<file path="src/ascl_cfg.svh">
`ifndef ASCL_CFG_SVH
`define ASCL_CFG_SVH
// Register byte offsets
`define ASCL_OFF_SC      8'h00
`define ASCL_OFF_CFG     8'h04
`define ASCL_OFF_CMP     8'h08
`define ASCL_OFF_RES     8'h0c
`define ASCL_OFF_ISTS    8'h10
`define ASCL_OFF_ICLR    8'h14
`define ASCL_OFF_IEN     8'h18
// conversion_status_control fields
`define ASCL_SC_DONE     7
`define ASCL_SC_IE       6
`define ASCL_SC_CONT     5
`define ASCL_SC_CH_HI    4
// Config fields
`define ASCL_CFG_HWT     0
`define ASCL_CFG_CMPEN   1
`define ASCL_CFG_CMPGT   2
// Interrupt status bits
`define ASCL_IRQ_DONE    0
`define ASCL_IRQ_END     1
`define ASCL_IRQ_W       2
// Channel codes
`define ASCL_CH_EXT_LAST 5'h1b
`define ASCL_CH_RSVD     5'h1c
`define ASCL_CH_REFH     5'h1d
`define ASCL_CH_REFL     5'h1e
`define ASCL_CH_OFF      5'h1f
// Reset value and response codes
`define ASCL_SC_RST      8'h1f
`define ASCL_RESP_OKAY   2'h0
`define ASCL_RESP_SLVERR 2'h2
`endif

</file>
<file path="src/ascl_pkg.sv">
package ascl_pkg;
    typedef logic [4:0]  ascl_chan_t;
    typedef logic [11:0] ascl_res_t;
    typedef enum logic [1:0] {
        st_idle = 2'b01,
        st_conv = 2'b10
    } ascl_state_t;
endpackage : ascl_pkg

</file>
<file path="src/ascl_top.sv">
// Summary of operation
// [RULE1] Without compare, every finished conversion sets the done flag, bit 7.
// [RULE2] With compare on, done is set only when the compare is true.
// [RULE3] Writing status/control or reading the result clears done.
// [RULE4] Done rising with interrupt enable bit 6 high sets status bit 0; irq follows only if enable bit 0 is also set.
// [RULE5] Single mode: one conversion per write or per hardware trigger.
// [RULE6] Continuous, software trigger: a write starts back-to-back conversions.
// [RULE7] Continuous, hardware trigger: a trigger starts back-to-back conversions.
// [RULE8] Channel codes: 0-27 inputs, 28 reserved, 29 high ref, 30 low ref.
// [RULE9] All-ones channel turns the converter off and isolates the input.
// [RULE10] Ending continuous mode by all-ones starts no extra conversion.
// [RULE11] Without continuous mode the core powers down after each conversion.
// [RULE12] Hardware trigger input, trigger-select bit and readable result register.
`timescale 1ns/100ps
`default_nettype none
`include "ascl_cfg.svh"
module ascl_top #(
    parameter int ADDR_W = 8
) (
    input  wire logic                 aclk,          // Clock, 50 MHz
    input  wire logic                 aresetn,       // Sync reset, low
    input  wire logic [ADDR_W-1:0]    awaddr,        // Write address
    input  wire logic                 awvalid,       // Write address valid
    output var  logic                 awready,       // Write address ready
    input  wire logic [31:0]          wdata,         // Write data
    input  wire logic [3:0]           wstrb,         // Write strobes
    input  wire logic                 wvalid,        // Write data valid
    output var  logic                 wready,        // Write data ready
    output var  logic [1:0]           bresp,         // Write response
    output var  logic                 bvalid,        // Write response valid
    input  wire logic                 bready,        // Write response ready
    input  wire logic [ADDR_W-1:0]    araddr,        // Read address
    input  wire logic                 arvalid,       // Read address valid
    output var  logic                 arready,       // Read address ready
    output var  logic [31:0]          rdata,         // Read data
    output var  logic [1:0]           rresp,         // Read response
    output var  logic                 rvalid,        // Read data valid
    input  wire logic                 rready,        // Read data ready
    input  wire logic                 hw_trigger,    // Hardware trigger pin
    output var  logic                 conv_start,    // Start pulse to core
    output var  logic                 core_power,    // Core powered
    output var  ascl_pkg::ascl_chan_t core_chan,     // Input index to core
    output var  logic                 core_ext_en,   // Analog input switch
    output var  logic                 core_ref_hi,   // High reference switch
    output var  logic                 core_ref_lo,   // Low reference switch
    input  wire logic                 core_done,     // Core finished, pulse
    input  wire ascl_pkg::ascl_res_t  core_result,   // Core result
    output var  logic                 irq            // Interrupt, high level
);
    import ascl_pkg::*;

    ascl_state_t       state_q;
    ascl_state_t       state_d;
    logic              done_q;
    logic              ie_q;
    logic              cont_q;
    ascl_chan_t        chan_q;
    logic              hwt_q;
    logic              cmp_en_q;
    logic              cmp_gt_q;
    ascl_res_t         cmp_q;
    ascl_res_t         res_q;
    logic [`ASCL_IRQ_W-1:0] ists_q;
    logic [`ASCL_IRQ_W-1:0] ists_d;
    logic [`ASCL_IRQ_W-1:0] ien_q;
    logic [ADDR_W-1:0] aw_q;
    logic [31:0]       wd_q;
    logic [3:0]        ws_q;
    logic              wr_go;
    logic              wr_b0;
    logic              sc_wr;
    logic              res_rd;
    logic              trig;
    logic              done_evt;
    logic              cmp_true;
    logic              done_set;
    logic              start_now;
    logic              ch_off_now;
    logic              dec_ext;
    logic              dec_hi;
    logic              dec_lo;
    logic              dec_off;
    logic [31:0]       rd_mux;
    logic              rd_ok;

    ascl_sync3 u_sync (
        .aclk    (aclk),
        .aresetn (aresetn),
        .pin     (hw_trigger),
        .rise    (trig)
    );

    ascl_chan_decode u_dec (
        .code   (chan_q),
        .ext_en (dec_ext),
        .ref_hi (dec_hi),
        .ref_lo (dec_lo),
        .off    (dec_off)
    );

    // Write channel: address and data taken in either order
    assign wr_go = !awready && !wready && !bvalid;
    assign wr_b0 = wr_go && ws_q[0];
    assign sc_wr = wr_b0 && (aw_q == `ASCL_OFF_SC);

    always_ff @(posedge aclk) begin
        if (!aresetn) begin
            awready <= 1'b1;
            wready  <= 1'b1;
            bvalid  <= 1'b0;
            bresp   <= `ASCL_RESP_OKAY;
            aw_q    <= '0;
            wd_q    <= '0;
            ws_q    <= '0;
        end else begin
            if (awvalid && awready) begin
                awready <= 1'b0;
                aw_q    <= awaddr;
            end
            if (wvalid && wready) begin
                wready <= 1'b0;
                wd_q   <= wdata;
                ws_q   <= wstrb;
            end
            if (wr_go) begin
                bvalid <= 1'b1;
                bresp  <= (aw_q > `ASCL_OFF_IEN || aw_q[1:0] != 2'h0) ?
                          `ASCL_RESP_SLVERR : `ASCL_RESP_OKAY;
            end
            if (bvalid && bready) begin
                bvalid  <= 1'b0;
                awready <= 1'b1;
                wready  <= 1'b1;
            end
        end
    end

    // Read channel
    assign res_rd = arvalid && arready && (araddr == `ASCL_OFF_RES);

    always_comb begin
        rd_mux = '0;
        rd_ok  = 1'b1;
        case (araddr)
            `ASCL_OFF_SC:   rd_mux = {24'h0000_00, done_q, ie_q, cont_q, chan_q};
            `ASCL_OFF_CFG:  rd_mux = {29'h0000_0000, cmp_gt_q, cmp_en_q, hwt_q};
            `ASCL_OFF_CMP:  rd_mux = {20'h0_0000, cmp_q};
            `ASCL_OFF_RES:  rd_mux = {20'h0_0000, res_q};                 // see [RULE12]
            `ASCL_OFF_ISTS: rd_mux = {30'h0000_0000, ists_q};
            `ASCL_OFF_ICLR: rd_mux = '0;
            `ASCL_OFF_IEN:  rd_mux = {30'h0000_0000, ien_q};
            default:        rd_ok  = 1'b0;
        endcase
    end

    always_ff @(posedge aclk) begin
        if (!aresetn) begin
            arready <= 1'b1;
            rvalid  <= 1'b0;
            rdata   <= '0;
            rresp   <= `ASCL_RESP_OKAY;
        end else begin
            if (arvalid && arready) begin
                arready <= 1'b0;
                rvalid  <= 1'b1;
                rdata   <= rd_mux;
                rresp   <= rd_ok ? `ASCL_RESP_OKAY : `ASCL_RESP_SLVERR;
            end
            if (rvalid && rready) begin
                rvalid  <= 1'b0;
                arready <= 1'b1;
            end
        end
    end

    // Software-written configuration
    always_ff @(posedge aclk) begin
        if (!aresetn) begin
            ie_q     <= 1'b0;
            cont_q   <= 1'b0;
            chan_q   <= `ASCL_CH_OFF;
            hwt_q    <= 1'b0;
            cmp_en_q <= 1'b0;
            cmp_gt_q <= 1'b0;
            cmp_q    <= '0;
            ien_q    <= '0;
        end else begin
            if (sc_wr) begin
                ie_q   <= wd_q[`ASCL_SC_IE];
                cont_q <= wd_q[`ASCL_SC_CONT];
                chan_q <= wd_q[`ASCL_SC_CH_HI:0];
            end
            if (wr_b0 && aw_q == `ASCL_OFF_CFG) begin
                hwt_q    <= wd_q[`ASCL_CFG_HWT];                          // see [RULE12]
                cmp_en_q <= wd_q[`ASCL_CFG_CMPEN];
                cmp_gt_q <= wd_q[`ASCL_CFG_CMPGT];
            end
            if (wr_go && aw_q == `ASCL_OFF_CMP) begin
                if (ws_q[0]) begin
                    cmp_q[7:0] <= wd_q[7:0];
                end
                if (ws_q[1]) begin
                    cmp_q[11:8] <= wd_q[11:8];
                end
            end
            if (wr_b0 && aw_q == `ASCL_OFF_IEN) begin
                ien_q <= wd_q[`ASCL_IRQ_W-1:0];
            end
        end
    end

    // Conversion sequencing
    assign done_evt   = (state_q == st_conv) && core_done;
    assign ch_off_now = (wd_q[`ASCL_SC_CH_HI:0] == `ASCL_CH_OFF);

    always_comb begin
        start_now = 1'b0;
        if (sc_wr) begin
            start_now = !ch_off_now && !hwt_q;                            // see [RULE5] [RULE6] [RULE10]
        end else if (!dec_off) begin
            start_now = (trig && hwt_q && state_q == st_idle) ||          // see [RULE5] [RULE7]
                        (done_evt && cont_q);                             // see [RULE6] [RULE7]
        end
    end

    always_comb begin
        state_d = state_q;
        case (state_q)
            st_idle: begin
                if (start_now) begin
                    state_d = st_conv;
                end
            end
            st_conv: begin
                if (start_now) begin
                    state_d = st_conv;
                end else if (sc_wr || done_evt) begin
                    state_d = st_idle;                                    // see [RULE11] [RULE10]
                end
            end
            default: state_d = st_idle;
        endcase
    end

    always_ff @(posedge aclk) begin
        if (!aresetn) begin
            state_q    <= st_idle;
            conv_start <= 1'b0;
            core_power <= 1'b0;
        end else begin
            state_q    <= state_d;
            conv_start <= start_now;
            core_power <= (state_d == st_conv);                           // see [RULE9] [RULE11]
        end
    end

    // Input switch drive, all open when the converter is off
    always_ff @(posedge aclk) begin
        if (!aresetn) begin
            core_chan   <= '0;
            core_ext_en <= 1'b0;
            core_ref_hi <= 1'b0;
            core_ref_lo <= 1'b0;
        end else begin
            core_chan   <= chan_q;                                        // see [RULE8]
            core_ext_en <= dec_ext;                                       // see [RULE9]
            core_ref_hi <= dec_hi;
            core_ref_lo <= dec_lo;
        end
    end

    // Completion flag and result
    assign cmp_true = cmp_gt_q ? (core_result >= cmp_q) : (core_result < cmp_q);
    assign done_set = done_evt && (!cmp_en_q || cmp_true);                // see [RULE1] [RULE2]

    always_ff @(posedge aclk) begin
        if (!aresetn) begin
            done_q <= 1'b0;
            res_q  <= '0;
        end else begin
            if (done_set) begin
                done_q <= 1'b1;
                res_q  <= core_result;
            end else if (sc_wr || res_rd) begin
                done_q <= 1'b0;                                           // see [RULE3]
            end
        end
    end

    // Interrupt status, set wins over clear
    always_comb begin
        ists_d = ists_q;
        if (wr_b0 && aw_q == `ASCL_OFF_ICLR) begin
            ists_d = ists_q & ~wd_q[`ASCL_IRQ_W-1:0];
        end
        ists_d[`ASCL_IRQ_DONE] = ists_d[`ASCL_IRQ_DONE] || (done_set && ie_q); // see [RULE4]
        ists_d[`ASCL_IRQ_END]  = ists_d[`ASCL_IRQ_END] || done_evt;
    end

    always_ff @(posedge aclk) begin
        if (!aresetn) begin
            ists_q <= '0;
            irq    <= 1'b0;
        end else begin
            ists_q <= ists_d;
            irq    <= |(ists_d & ien_q);                                  // see [RULE4]
        end
    end
endmodule : ascl_top
`default_nettype wire

</file>
<file path="src/ascl_sync3.sv">
`timescale 1ns/100ps
`default_nettype none
module ascl_sync3 (
    input  wire logic aclk,     // Clock
    input  wire logic aresetn,  // Sync reset, low
    input  wire logic pin,      // Async input
    output var  logic rise      // One-cycle pulse on filtered rise
);
    logic s1_q;
    logic s2_q;
    logic s3_q;
    logic lvl_q;

    always_ff @(posedge aclk) begin
        if (!aresetn) begin
            s1_q <= 1'b0;
            s2_q <= 1'b0;
            s3_q <= 1'b0;
        end else begin
            s1_q <= pin;
            s2_q <= s1_q;
            s3_q <= s2_q;
        end
    end

    // A change counts only once stages two and three agree
    always_ff @(posedge aclk) begin
        if (!aresetn) begin
            lvl_q <= 1'b0;
            rise  <= 1'b0;
        end else begin
            rise <= (s2_q == s3_q) && s3_q && !lvl_q;
            if (s2_q == s3_q) begin
                lvl_q <= s3_q;
            end
        end
    end
endmodule : ascl_sync3
`default_nettype wire

</file>
<file path="src/ascl_chan_decode.sv">
`timescale 1ns/100ps
`default_nettype none
`include "ascl_cfg.svh"
module ascl_chan_decode (
    input  wire ascl_pkg::ascl_chan_t code,    // Channel select code
    output var  logic                 ext_en,  // Analog input chosen
    output var  logic                 ref_hi,  // High reference chosen
    output var  logic                 ref_lo,  // Low reference chosen
    output var  logic                 off      // Converter switched off
);
    import ascl_pkg::*;

    always_comb begin
        ext_en = 1'b0;
        ref_hi = 1'b0;
        ref_lo = 1'b0;
        off    = 1'b0;
        if (code <= `ASCL_CH_EXT_LAST) begin
            ext_en = 1'b1;                        // see [RULE8]
        end else begin
            case (code)
                `ASCL_CH_REFH: ref_hi = 1'b1;     // see [RULE8]
                `ASCL_CH_REFL: ref_lo = 1'b1;     // see [RULE8]
                `ASCL_CH_OFF:  off    = 1'b1;     // see [RULE9]
                default:       off    = 1'b0;
            endcase
        end
    end
endmodule : ascl_chan_decode
`default_nettype wire

</file>
<file path="config.mk">
export PLATFORM = sky130hd
export DESIGN_NAME = ascl_top
export DESIGN_NICKNAME = d
export VERILOG_FILES = /design/src/ascl_pkg.sv /design/src/ascl_top.sv /design/src/ascl_sync3.sv /design/src/ascl_chan_decode.sv
export VERILOG_INCLUDE_DIRS = /design/src /design/src/src
export SDC_FILE = /design/constraint.sdc
export NUM_CORES = 1
export LEC_CHECK = 0
export ABC_CLOCK_PERIOD_IN_PS = 2600
export BUFFER_PORTS_ARGS = -buffer_cell sky130_fd_sc_hd__buf_2
export CAP_MARGIN = 5
export CORE_UTILIZATION = 35
export DETAILED_ROUTE_END_ITERATION = 8
export PLACE_DENSITY = 0.56
export SLEW_MARGIN = 20
export SYNTH_ARGS = -nofsm -noshare
export SYNTH_HDL_FRONTEND = slang
export SYNTH_SLANG_ARGS = --single-unit
</file>
<file path="constraint.sdc">
create_clock -name aclk -period 2.6 [get_ports aclk]
set_clock_uncertainty 0.15 [all_clocks]
set_input_delay 0.52 -clock aclk [delete_from_list [all_inputs] [get_ports aclk]]
set_output_delay 0.52 -clock aclk [all_outputs]
set_load 0.1 [all_outputs]
</file>
== Word-level counts from Yosys, hierarchy flattened ==
Cells that the tools add are included.
Operators by class
  add/sub/neg operators: 0
  $mul: 0
  divide/modulo/power cells: 0
  order comparisons: 4
  equal/unequal tests: 18
  shift-type cells: 0
  multiplexer cells: 19
  bitwise logic cells: 4
  reduce and logical (&&, ||, !) cells: 48
Operators by type and width (count)
  one-hot mux 12 bit (6 select lines): 1
  == test 8 x 5 -> 1 bit (second input constant): 5
  == test 8 x 4 -> 1 bit (second input constant): 3
  logical AND 1 bit: 23
  == test 5 bit (second input constant): 4
  == test 8 x 3 -> 1 bit (second input constant): 2
  zero test 8 bit: 2
  >= comparator 12 bit: 1
  less-than comparator 12 bit: 1
  two-way mux 2 bit: 6
  two-way mux 1 bit: 11
  > comparator 8 x 5 -> 1 bit (second input constant): 1
  OR reduction 2 bit: 4
  zero test 1 bit: 7
  logical OR 1 bit: 7
  OR reduction 7 bit: 1
  <= comparator 5 bit (second input constant): 1
  AND 2 bit: 2
  == test 2 bit (second input constant): 2
  one-hot mux 2 bit (2 select lines): 1
  AND reduction 2 bit: 2
  nonzero test 2 bit: 2
  == test 2 x 1 -> 1 bit (second input constant): 1
  inverter 2 bit: 1
  other kinds (2): 2
Storage, ports and cells
  bits in registers: 120
  bits in latches: 0
  RAM bits: 0
  ROM bits: 0
  bits of input ports: 73
  output and inout port bits: 52
  word-level logic and storage cells: 129
  memories kept: 0

== Longest topological paths before layout ==
Gate-level depths: netlist of run 1.
  word-level depth: 10
  depth in mapped cells: 9
  mapped depth without buffers: 8

== Modules after synthesis ==
From an unflattened synthesis of run 1, not the netlist that was laid out.
Second synthesis, totals
  cells, all modules: 509
  area total of the unflattened synthesis: 4450.5 um^2
By module, submodules not included
  ascl_top: instances 1, cells an instance 489, area each 4251.6 um^2, seq. area each 1861.8 um^2
  ascl_sync3: instances 1, cells an instance 13, area each 155.1 um^2, seq. area each 100.1 um^2
  ascl_chan_decode: instances 1, cells an instance 7, area each 43.8 um^2, seq. area each 0.0 um^2

== Worst setup path after synthesis of run 1 ==
OpenSTA, ideal clock, no wires.
  path kind: reg2reg
  from: register bvalid
  to: register state_q[0]
  setup time: 0.120 ns
  data arrival time: 2.271 ns
  required time: 2.330 ns
  slack: 0.059 ns
  stages on the path, launching flop included: 8
  path buffers: 1
  period minus slack after synthesis: 2.541 ns
  cells stage by stage: dfxtp_1 > nor3_4 > nand4b_1 > or3_1 > buf_4 > a311oi_2 > a21oi_1 > a211o_1
On the way
  word-level cells in the longest chain between the ends: 8
  elaborated cells on any way between the ends: 10
  those cells by class: 5 x mux; 5 x reduce/logical
Ends and longest elaborated chain
  start: declaration: RTL line ascl_top.sv:30  | output var logic bvalid,
  start signal: assignment: RTL line ascl_top.sv:110  | bvalid <= 1'b0;
  start signal: assignment: RTL line ascl_top.sv:126  | bvalid <= 1'b1;
  start signal: assignment: RTL line ascl_top.sv:131  | bvalid <= 1'b0;
  zero test 1 bit *: RTL line ascl_top.sv:102  | assign wr_go = !awready && !wready && !bvalid;
  logical AND 1 bit *: RTL line ascl_top.sv:102
  logical AND 1 bit *: RTL line ascl_top.sv:103  | assign wr_b0 = wr_go && ws_q[0];
  logical AND 1 bit *: RTL line ascl_top.sv:104  | assign sc_wr = wr_b0 && (aw_q == `ASCL_OFF_SC);
  logical OR 1 bit: RTL line ascl_top.sv:237  | end else if (sc_wr || done_evt) begin
  two-way mux 2 bit: RTL line ascl_top.sv:237
  two-way mux 2 bit: RTL line ascl_top.sv:235  | if (start_now) begin
  one-hot mux 2 bit (2 select lines) *: RTL line ascl_top.sv:228  | case (state_q)
  end signal: assignment: RTL line ascl_top.sv:247  | state_q <= st_idle;
  end signal: assignment: RTL line ascl_top.sv:251  | state_q <= state_d;
  end: declaration: RTL line ascl_top.sv:52  | ascl_state_t state_q;
Every way passes the cells marked *; elsewhere a longest branch is shown, timed or not.
A chain may end at the register's enable or synchronous reset.

== Final worst setup path of run 1 ==
  from: register cmp_q[10]
  to: register res_q[2]
On the way
  word-level cells in the longest chain between the ends: 4
  elaborated cells on any way between the ends: 5
  those cells by class: 2 x order compare; 1 x mux; 2 x reduce/logical
Ends and longest elaborated chain
  start: declaration: RTL line ascl_top.sv:61  | ascl_res_t cmp_q;
  start signal: assignment: RTL line ascl_top.sv:203  | cmp_q[11:8] <= wd_q[11:8];
  less-than comparator 12 bit / >= comparator 12 bit (equally long branches): RTL line ascl_top.sv:273  | assign cmp_true = cmp_gt_q ? (core_result >= cmp_q) : (core_result < cmp_q);
  two-way mux 1 bit *: RTL line ascl_top.sv:273
  logical OR 1 bit *: RTL line ascl_top.sv:274  | assign done_set = done_evt && (!cmp_en_q || cmp_true);
  logical AND 1 bit *: RTL line ascl_top.sv:274
  end signal: assignment: RTL line ascl_top.sv:283  | res_q <= core_result;
  end: declaration: RTL line ascl_top.sv:62  | ascl_res_t res_q;
Marked as above.

==> impl_metrics.py, run 1 <==
metrics = {
    "synth": {
        "ys_async_sr_fraction_pct": 0,
        "netlist_instances": 532,
        "yosysUniqueCellTypes": 50,
        "synthTopCellsByCount": "115 x nand2_1, 98 x dfxtp_1, 60 x a21oi_1",
        "synth_ff_type": "dfxtp_1",
        "synthTopCellsByArea": "dfxtp_1 44%, nand2_1 9.8%, mux2i_1 7.0%",
        "yosysTopAreaCellShare_pct": 44.4,
        "syn_area_per_cell_um2": 8.31,
        "yosys_warnings": 0,
        "synth_edf_count": 0,
        "synth.largest_area_cell": "dfxtp_1",
        "syn_area_um2": 4420,
        "ys_seq_area_share_pct": 44.4,
        "post-synth-top-count-cell": "nand2_1",
        "synth-seq-cells": 98,
    },
    "placement": {
        "place.gp.congestion": 0.828,
        "dp_hpwl_um": 8150,
        "io_buffers": 80,
    },
    "timing": {
        "fin_crit_ns": 2.29,
        "tightestPinTransition_ns": 0.717,
        "rsz0062_at_grt": "no",
        "timing.fmax_mhz": 437,
        "slew_headroom_pct": 52.2,
        "finalCritPeriodShare_pct": 87.9,
        "setup-violations-final": 0,
        "fin_hold_ws_ns": 0.225,
        "slew_violations": 0,
        "final_hold_viol_count": 0,
        "fin_setup_tns_ns": 0,
    },
    "global_route": {
        "grtUsageTotal_pct": 17.6,
        "globalRouteOverflowTotal": 0,
        "antenna_found_initial": 0,
        "grt_pass1_wl_um": 17800,
        "grt_max_degree": 23,
        "grt_pass1_vias": 3642,
    },
    "setup_path": {
        "crit_family": "compound AO/OA/AOI/OAI gates",
        "critPathRequiredTime_ns": 2.73,
        "arrival_ns": 2.41,
        "cp_slowest_stage_delay_ns": 0.39,
        "crit_fanout": 8,
        "cp_cell_sequence": "inv_1, ha_1, a21oi_1, nand2_1, a21o_1, o32a_1, o21ai_2, buf_4, mux2i_1",
        "slowest_stage": "dfxtp_1",
        "cp-end-kind": "flip-flop",
        "worst-path-buf-inv": 2,
        "critPathLaunchType": "flip-flop",
        "criticalPathCategory": "reg -> reg",
    },
    "cts": {
        "clock_path_buffers": 2,
        "clk_latency_ns": 0.35,
        "numCtsBuffers": 9,
        "h-tree-depth": 3,
        "cts_tree": "built",
        "clk_pin_slew_ns": 0.07,
        "cts_num_sinks": 98,
        "clock-root-buffer": "clkbuf_16",
        "hold_buffers": 0,
    },
    "pwr": {
        "leakage_nw": 2.21,
        "pwr-share-clk_pct": 40.5,
        "total_power_mw": 3.46,
        "intPower_mw": 2.47,
        "combinationalPowerShare_pct": 14.1,
        "peakVddDrop_mv": 0.282,
        "p_sw_mw": 0.986,
        "sequentialPowerShare_pct": 45.4,
        "power_density_nw_per_um2": 658,
        "swShare_pct": 28.5,
    },
    "die": {
        "die_h_um": 114,
        "die_area_um2": 13100,
        "start_util_pct": 36.3,
        "rows": 40,
        "die_w_um": 114,
        "coreArea_um2": 12200,
        "io_pins": 125,
    },
    "outcome": {
        "status": "finished, final reports clean",
    },
    "cells_and_area": {
        "syn_to_final_growth_pct": 19.0,
        "drive_gt1_share_pct": 19.4,
        "nNetsFinal": 697,
        "diodes": 0,
    },
    "detailed_routing": {
        "wl_per_cell_um": 13.6,
        "drt_wl_total_um": 10700,
        "ant_nets": 0,
        "first_pass_iters": 4,
        "drt_iter0_drc": 199,
        "via_count": 3771,
        "drc": 0,
        "vias_per_cell": 4.82,
    },
    "job": {
        "maxCapViolations": 0,
    },
    "worst_hold_path": {
        "hold_class": "in -> reg",
    },
}
[layout make-up]
cell class              count  area (um2)
flip-flops and latches     98        1960
inverters                  20        75.1
repair buffers             94         505
fillers                  1226        6900
clock buffers              13         270
clock inverters             3        46.3
well taps                 168         210
multi-input cells         386        2190
[logic make-up after synthesis]
group	Yosys count	synth area share [%]
and+or+nand+nor	207	21.3
AOI/OAI and AO/OA	107	13.8
DFF	98	44.4
buffers and inverters	69	7.90
muxes	35	8.30
adders and majority gates	15	4.25
other	1	0.0849
[sequential cells by signal (all words and copies together), names as in the netlist, 2 cells and up]
register and cells:
ws_q 2, aw_q 8, core_chan 5, wd_q 12, ien_q 2, state_q 2, ists_q 2, chan_q 5
res_q 12, cmp_q 12, rdata 12
[worst paths after layout]
| path | startpoint | end | slack (ns) | cells after the start |
|---|---|---|---|---|
| max | cmp_q[10] | res_q[2] | 0.31 | 9 |
| min | hw_trigger | u_sync.s1_q | 0.23 | 2 |
| max reg2reg | cmp_q[10] | res_q[2] | 0.31 | 9 |
| min reg2reg | u_sync.lvl_q | u_sync.rise | 0.26 | 1 |
[layout by cell type (no fill, tap or decap), types with 3 or more instances in the layout]
master / count
nand2_1: 115
dfxtp_1: 98
buf_2: 80
a21oi_1: 60
mux2i_1: 31
nor2_1: 25
nand3_1: 24
o21ai_0: 24
conb_1: 22
inv_1: 19
ha_1: 15
buf_4: 14
and2_1: 13
clkbuf_16: 9
or3_1: 7
nand4_1: 4
nor3_1: 3
nor3b_1: 3
a31oi_1: 3
mux2_2: 3
clkbuf_8: 3
[per-stage QoR]
step           instance area, um2  util (%)  setup WS (ns)  std cells
2_1_floorplan                4500         -         0.0591        553
3_3_place_gp                 4940      40.6         0.0332        766
3_5_place_dp                 4940      40.6        -0.0280        766
4_1_cts                      5260      43.2          0.208        782
5_1_grt                      5260      43.3         0.0941        782
6_report                     5260      43.3          0.314        782
[power by group through the flow]
stage	clock network [mW]	logic (mW)	registers, mW
floorplan	0	0.322	1.69
global placement	0	0.481	1.60
detailed placement	0	0.489	1.61
CTS	1.43	0.489	1.57
global route	1.50	0.526	1.58
finish	1.40	0.487	1.57
[timing repair]
action,CTS,global route
hold endpoints to repair,0,0
gates resized for setup,0,1
setup endpoints to repair,0,6
setup buffers,0,0
[per-layer routing]
metal / routed length, um / part of all wire [%] / GRT usage, % / vias up
li1: - / - / - / 1929
met1: 5100 / 48 / 22.7 / 1738
met2: 4920 / 46 / 28.6 / 85
met3: 431 / 4.0 / 4.24 / 19
met4: 200 / 1.9 / 6.67 / 0
met5: 0 / 0 / 0 / -
No activity file was read; power rests on OpenSTA's default activity.
==> run 2: changes to the inputs <==
--- a/config.mk
+++ b/config.mk
@@ -11,7 +11,7 @@
 export CAP_MARGIN = 5
 export CORE_UTILIZATION = 35
 export DETAILED_ROUTE_END_ITERATION = 8
-export PLACE_DENSITY = 0.56
+export PLACE_DENSITY_LB_ADDON = 0.1
 export SLEW_MARGIN = 20
 export SYNTH_ARGS = -nofsm -noshare
 export SYNTH_HDL_FRONTEND = slang
==> run 2 against run 1 <==
Compared with the run above:
- fmax up 1.1%
- register-to-register slack better by 0.03 ns
- combinational power about the same
- die area unchanged
- first-iteration DRC count down 37%
- clock power down 10%
- non-clock buffer count up 1
- critical endpoint is now res_q[0]
- critical path type unchanged
==> impl_metrics.py, run 2 (synthesized netlist as in run 1, its figures left out) <==
metrics = {
    "outcome": {
        "status": "finished, final reports clean",
    },
    "cts": {
        "cts_setup_buffers": 0,
        "clock-root-buffer": "clkbuf_16",
        "cts_num_sinks": 98,
        "clk_latency_ns": 0.35,
        "clock_path_buffers": 2,
        "hold_buffers": 0,
        "clk_pin_slew_ns": 0.07,
        "ctsResizeCount": 0,
        "cts_tree": "built",
        "numCtsBuffers": 9,
        "h-tree-depth": 3,
    },
    "global_route": {
        "grt_pass1_wl_um": 17100,
        "globalRouteOverflowTotal": 0,
        "grt_max_degree": 47,
        "antenna_found_initial": 0,
        "grtUsageTotal_pct": 17.0,
        "grt_pass1_vias": 3420,
    },
    "timing": {
        "fin_hold_ws_ns": 0.215,
        "slew_headroom_pct": 52.7,
        "timing.fmax_mhz": 442,
        "final_hold_viol_count": 0,
        "fin_ws_ns": 0.340,
        "fin_crit_ns": 2.26,
        "fin_setup_tns_ns": 0,
        "finalCritPeriodShare_pct": 86.9,
        "setup-violations-final": 0,
        "slew_violations": 0,
        "rsz0062_at_grt": "no",
        "tightestPinTransition_ns": 0.709,
    },
    "cells_and_area": {
        "final_cell_mix": "115 x nand2_1, 98 x dfxtp_1, 80 x buf_2",
        "drive_gt1_share_pct": 19.3,
        "layout_commonest_cell": "nand2_1",
        "design_area_um2": 5230,
        "stdcell_count": 783,
        "nNetsFinal": 698,
        "diodes": 0,
        "syn_to_final_growth_pct": 18.3,
        "fin_util_pct": 43.0,
    },
    "setup_path": {
        "cp-end-kind": "flip-flop",
        "critPathRequiredTime_ns": 2.72,
        "criticalPathCategory": "reg -> reg",
        "critPathLaunchType": "flip-flop",
        "arrival_ns": 2.38,
        "crit_fanout": 9,
    },
    "detailed_routing": {
        "first_pass_iters": 4,
        "drt_iter0_drc": 126,
        "ant_nets": 0,
        "drc": 0,
        "drt_wl_total_um": 10600,
        "vias_per_cell": 4.73,
        "wl_per_cell_um": 13.5,
        "via_count": 3701,
    },
    "die": {
        "rows": 40,
        "io_pins": 125,
        "coreArea_um2": 12200,
        "die_h_um": 114,
        "die_area_um2": 13100,
        "start_util_pct": 36.3,
        "die_w_um": 114,
    },
    "placement": {
        "placed_cells": 767,
        "dp_hpwl_um": 8000,
        "placed_cell_area_um2": 4950,
        "place.gp.congestion": 0.794,
        "io_buffers": 80,
        "place_ws_ns": 0.0746,
    },
    "pwr": {
        "power_density_nw_per_um2": 634,
        "total_power_mw": 3.31,
        "peakVddDrop_mv": 0.304,
        "leakage_nw": 2.20,
    },
    "worst_hold_path": {
        "hold_class": "in -> reg",
    },
    "job": {
        "maxCapViolations": 0,
    },
}
-- run 2: area by class of cell --
| cell class | count | area [um2] |
|---|---|---|
| Tap cell | 168 | 210 |
| Inverter | 20 | 75.1 |
| Clock buffer | 11 | 243 |
| Sequential cell | 98 | 1960 |
| Timing Repair Buffer | 95 | 513 |
| Multi-Input combinational cell | 386 | 2190 |
| Fill cell | 1273 | 6940 |
| Clock inverter | 5 | 36.3 |
-- run 2: power breakdown --
group	total (mW)	leakage, nW	switching, mW	internal (mW)
registers	1.57	0.797	0.0318	1.54
logic	0.487	1.26	0.378	0.109
clock network	1.26	0.140	0.575	0.680
-- run 2: critical path: stages, from the launching register on --
cell and delay, ns:
dfxtp_1 0.36, inv_1 0.06, ha_1 0.30, a21oi_1 0.15, nand2_1 0.07, a21o_1 0.20
o32a_1 0.33, o21ai_1 0.12, buf_4 0.24, mux2i_1 0.21
-- run 2: worst paths after layout --
check / slack [ns] / to / cells after the start / from
max: 0.34 / res_q[0] / 9 / cmp_q[10]
min: 0.22 / wready / 2 / wvalid
max reg2reg: 0.34 / res_q[0] / 9 / cmp_q[10]
min reg2reg: 0.26 / u_sync.rise / 1 / u_sync.lvl_q
-- run 2: layer usage --
layer | vias to the layer above | wire length (um) | GRT usage [%]
met3 | 5 | 518 | 4.76
li1 | 1925 | - | -
met5 | - | 0 | 0
met1 | 1689 | 5310 | 22.8
met4 | 0 | 72 | 4.24
met2 | 82 | 4690 | 27.0
==> run 3: changes to the inputs <==
--- a/config.mk
+++ b/config.mk
@@ -12,6 +12,7 @@
 export CORE_UTILIZATION = 35
 export DETAILED_ROUTE_END_ITERATION = 8
 export PLACE_DENSITY_LB_ADDON = 0.1
+export REMOVE_ABC_BUFFERS = 1
 export SLEW_MARGIN = 20
 export SYNTH_ARGS = -nofsm -noshare
 export SYNTH_HDL_FRONTEND = slang
==> run 3 against run 2 <==
Compared with the run above:
- register-to-register slack got worse by 0.12 ns
- sequential power about the same
- power shrank 0.64%
==> impl_metrics.py, run 3 (synthesized netlist as in run 1, its figures left out) <==
metrics = {
    "job": {
        "maxCapViolations": 0,
    },
    "detailed_routing": {
        "ant_nets": 0,
        "drt_iter0_drc": 150,
        "drc": 0,
        "vias_per_cell": 4.76,
        "via_count": 3717,
        "wl_per_cell_um": 13.6,
        "drt_wl_total_um": 10600,
        "first_pass_iters": 4,
    },
    "global_route": {
        "grt_pass1_vias": 3525,
        "grt_max_degree": 62,
        "use_met2_pct": 27.7,
        "grt_util_met1_pct": 21.9,
        "grt.busiest_layer": "met2",
        "grt_use_met3_pct": 3.18,
        "globalRouteOverflowTotal": 0,
        "grt_pass1_wl_um": 17100,
        "antenna_found_initial": 0,
        "grtUsageTotal_pct": 17.0,
    },
    "setup_path": {
        "cp-end-kind": "flip-flop",
        "worstSetupEndpoint": "res_q[0]",
        "r2r_cells": 9,
        "critPathLaunchType": "flip-flop",
        "r2r_setup_slack_ns": 0.22,
        "crit_start": "cmp_q[10]",
        "crit_fanout": 9,
        "arrival_ns": 2.50,
        "worstReg2RegEnd": "res_q[0]",
        "criticalPathCategory": "reg -> reg",
        "reg2reg_from": "cmp_q[10]",
        "critPathRequiredTime_ns": 2.72,
    },
    "cells_and_area": {
        "layout_commonest_cell": "nand2_1",
        "syn_to_final_growth_pct": 18.5,
        "drive_gt1_share_pct": 19.2,
        "design_area_um2": 5240,
        "n_fill_cell": 1261,
        "final_cell_mix": "115 x nand2_1, 98 x dfxtp_1, 80 x buf_2",
        "multi_input_area_um2": 2190,
        "diodes": 0,
        "nNetsFinal": 696,
        "ff_latch_area_um2": 1960,
    },
    "die": {
        "coreArea_um2": 12200,
        "start_util_pct": 36.3,
        "io_pins": 125,
        "die_w_um": 114,
        "rows": 40,
        "die_h_um": 114,
        "die_area_um2": 13100,
    },
    "cts": {
        "clock_path_buffers": 2,
        "clk_pin_slew_ns": 0.06,
        "cts_setup_buffers": 0,
        "clock-root-buffer": "clkbuf_16",
        "h-tree-depth": 3,
        "cts_tree": "built",
        "cts_num_sinks": 98,
        "numCtsBuffers": 9,
        "clk_latency_ns": 0.35,
    },
    "timing": {
        "fin_ws_ns": 0.224,
        "timing.fmax_mhz": 421,
        "final_hold_viol_count": 0,
        "setup-violations-final": 0,
        "rsz0062_at_grt": "no",
        "fin_crit_ns": 2.38,
        "fin_setup_tns_ns": 0,
        "finalCritPeriodShare_pct": 91.4,
        "slew_violations": 0,
        "slew_headroom_pct": 65.1,
        "tightestPinTransition_ns": 0.522,
    },
    "pwr": {
        "power_density_nw_per_um2": 629,
        "leakage_nw": 2.19,
        "peakVddDrop_mv": 0.285,
    },
    "outcome": {
        "status": "finished, final reports clean",
    },
    "placement": {
        "placed_cell_area_um2": 4960,
        "place_ws_ns": -0.0726,
        "dp_hpwl_um": 7820,
        "place.gp.congestion": 0.834,
        "io_buffers": 80,
    },
    "worst_hold_path": {
        "min_from": "wvalid",
        "hold_class": "in -> reg",
    },
}
run 3: cell types whose count changed in the layout (fill, tap and decap cells not counted), sizes merged:
cell	change
buf	-2
clkinvlp	+2
inv	-2
run 3: where the power goes:
group	switching, mW	total (mW)	leakage [nW]	internal, mW
clock network	0.559	1.23	0.131	0.670
logic	0.381	0.492	1.27	0.111
registers	0.0314	1.57	0.797	1.54
run 3: area by class of cell:
class | count | share of cell area, %
Sequential cell | 98 | 37.5
Clock buffer | 11 | 4.64
Timing Repair Buffer | 93 | 9.99
Multi-Input combinational cell | 386 | 41.9
Clock inverter | 5 | 0.574
Inverter | 20 | 1.43
Tap cell | 168 | 4.02
run 3: through the flow:
step	total power, mW	hold slack [ns]	utilization (%)	instances
final	3.29	0.226	43.0	781
after global routing	3.44	0.229	43.0	781
after CTS	3.34	0.217	43.0	781
after detailed placement	2.10	0.264	40.8	765
after global placement	2.09	0.249	40.8	765
after floorplan	1.96	0.239	-	504
run 3: how the worst min path moves through the flow:
stage                              to  slack, ns  cells after the start
after floorplan           u_sync.rise       0.24                      1
after global placement    u_sync.rise       0.25                      1
after detailed placement  u_sync.rise       0.26                      1
after CTS                 u_sync.s1_q       0.22                      2
after global routing           wready       0.23                      2
final                          wready       0.23                      2
run 3: timing repair:
item	CTS	global route
gates resized for setup	0	1
setup endpoints to repair	0	2
hold buffers	0	0
run 3: worst max-delay path, cell delays in order (launching register included):
cell and delay (ns):
dfxtp_1 0.36, inv_1 0.06, ha_1 0.31, a21oi_1 0.16
nand2_1 0.07, a21o_1 0.21, o32a_1 0.33, o21ai_1 0.17
buf_4 0.27, mux2i_1 0.22
run 3: per-layer routing:
metal / wire, um / part of all wire [%]
met3: 415 / 3.9
met2: 4760 / 45
met1: 5170 / 49
met5: 0 / 0
met4: 255 / 2.4
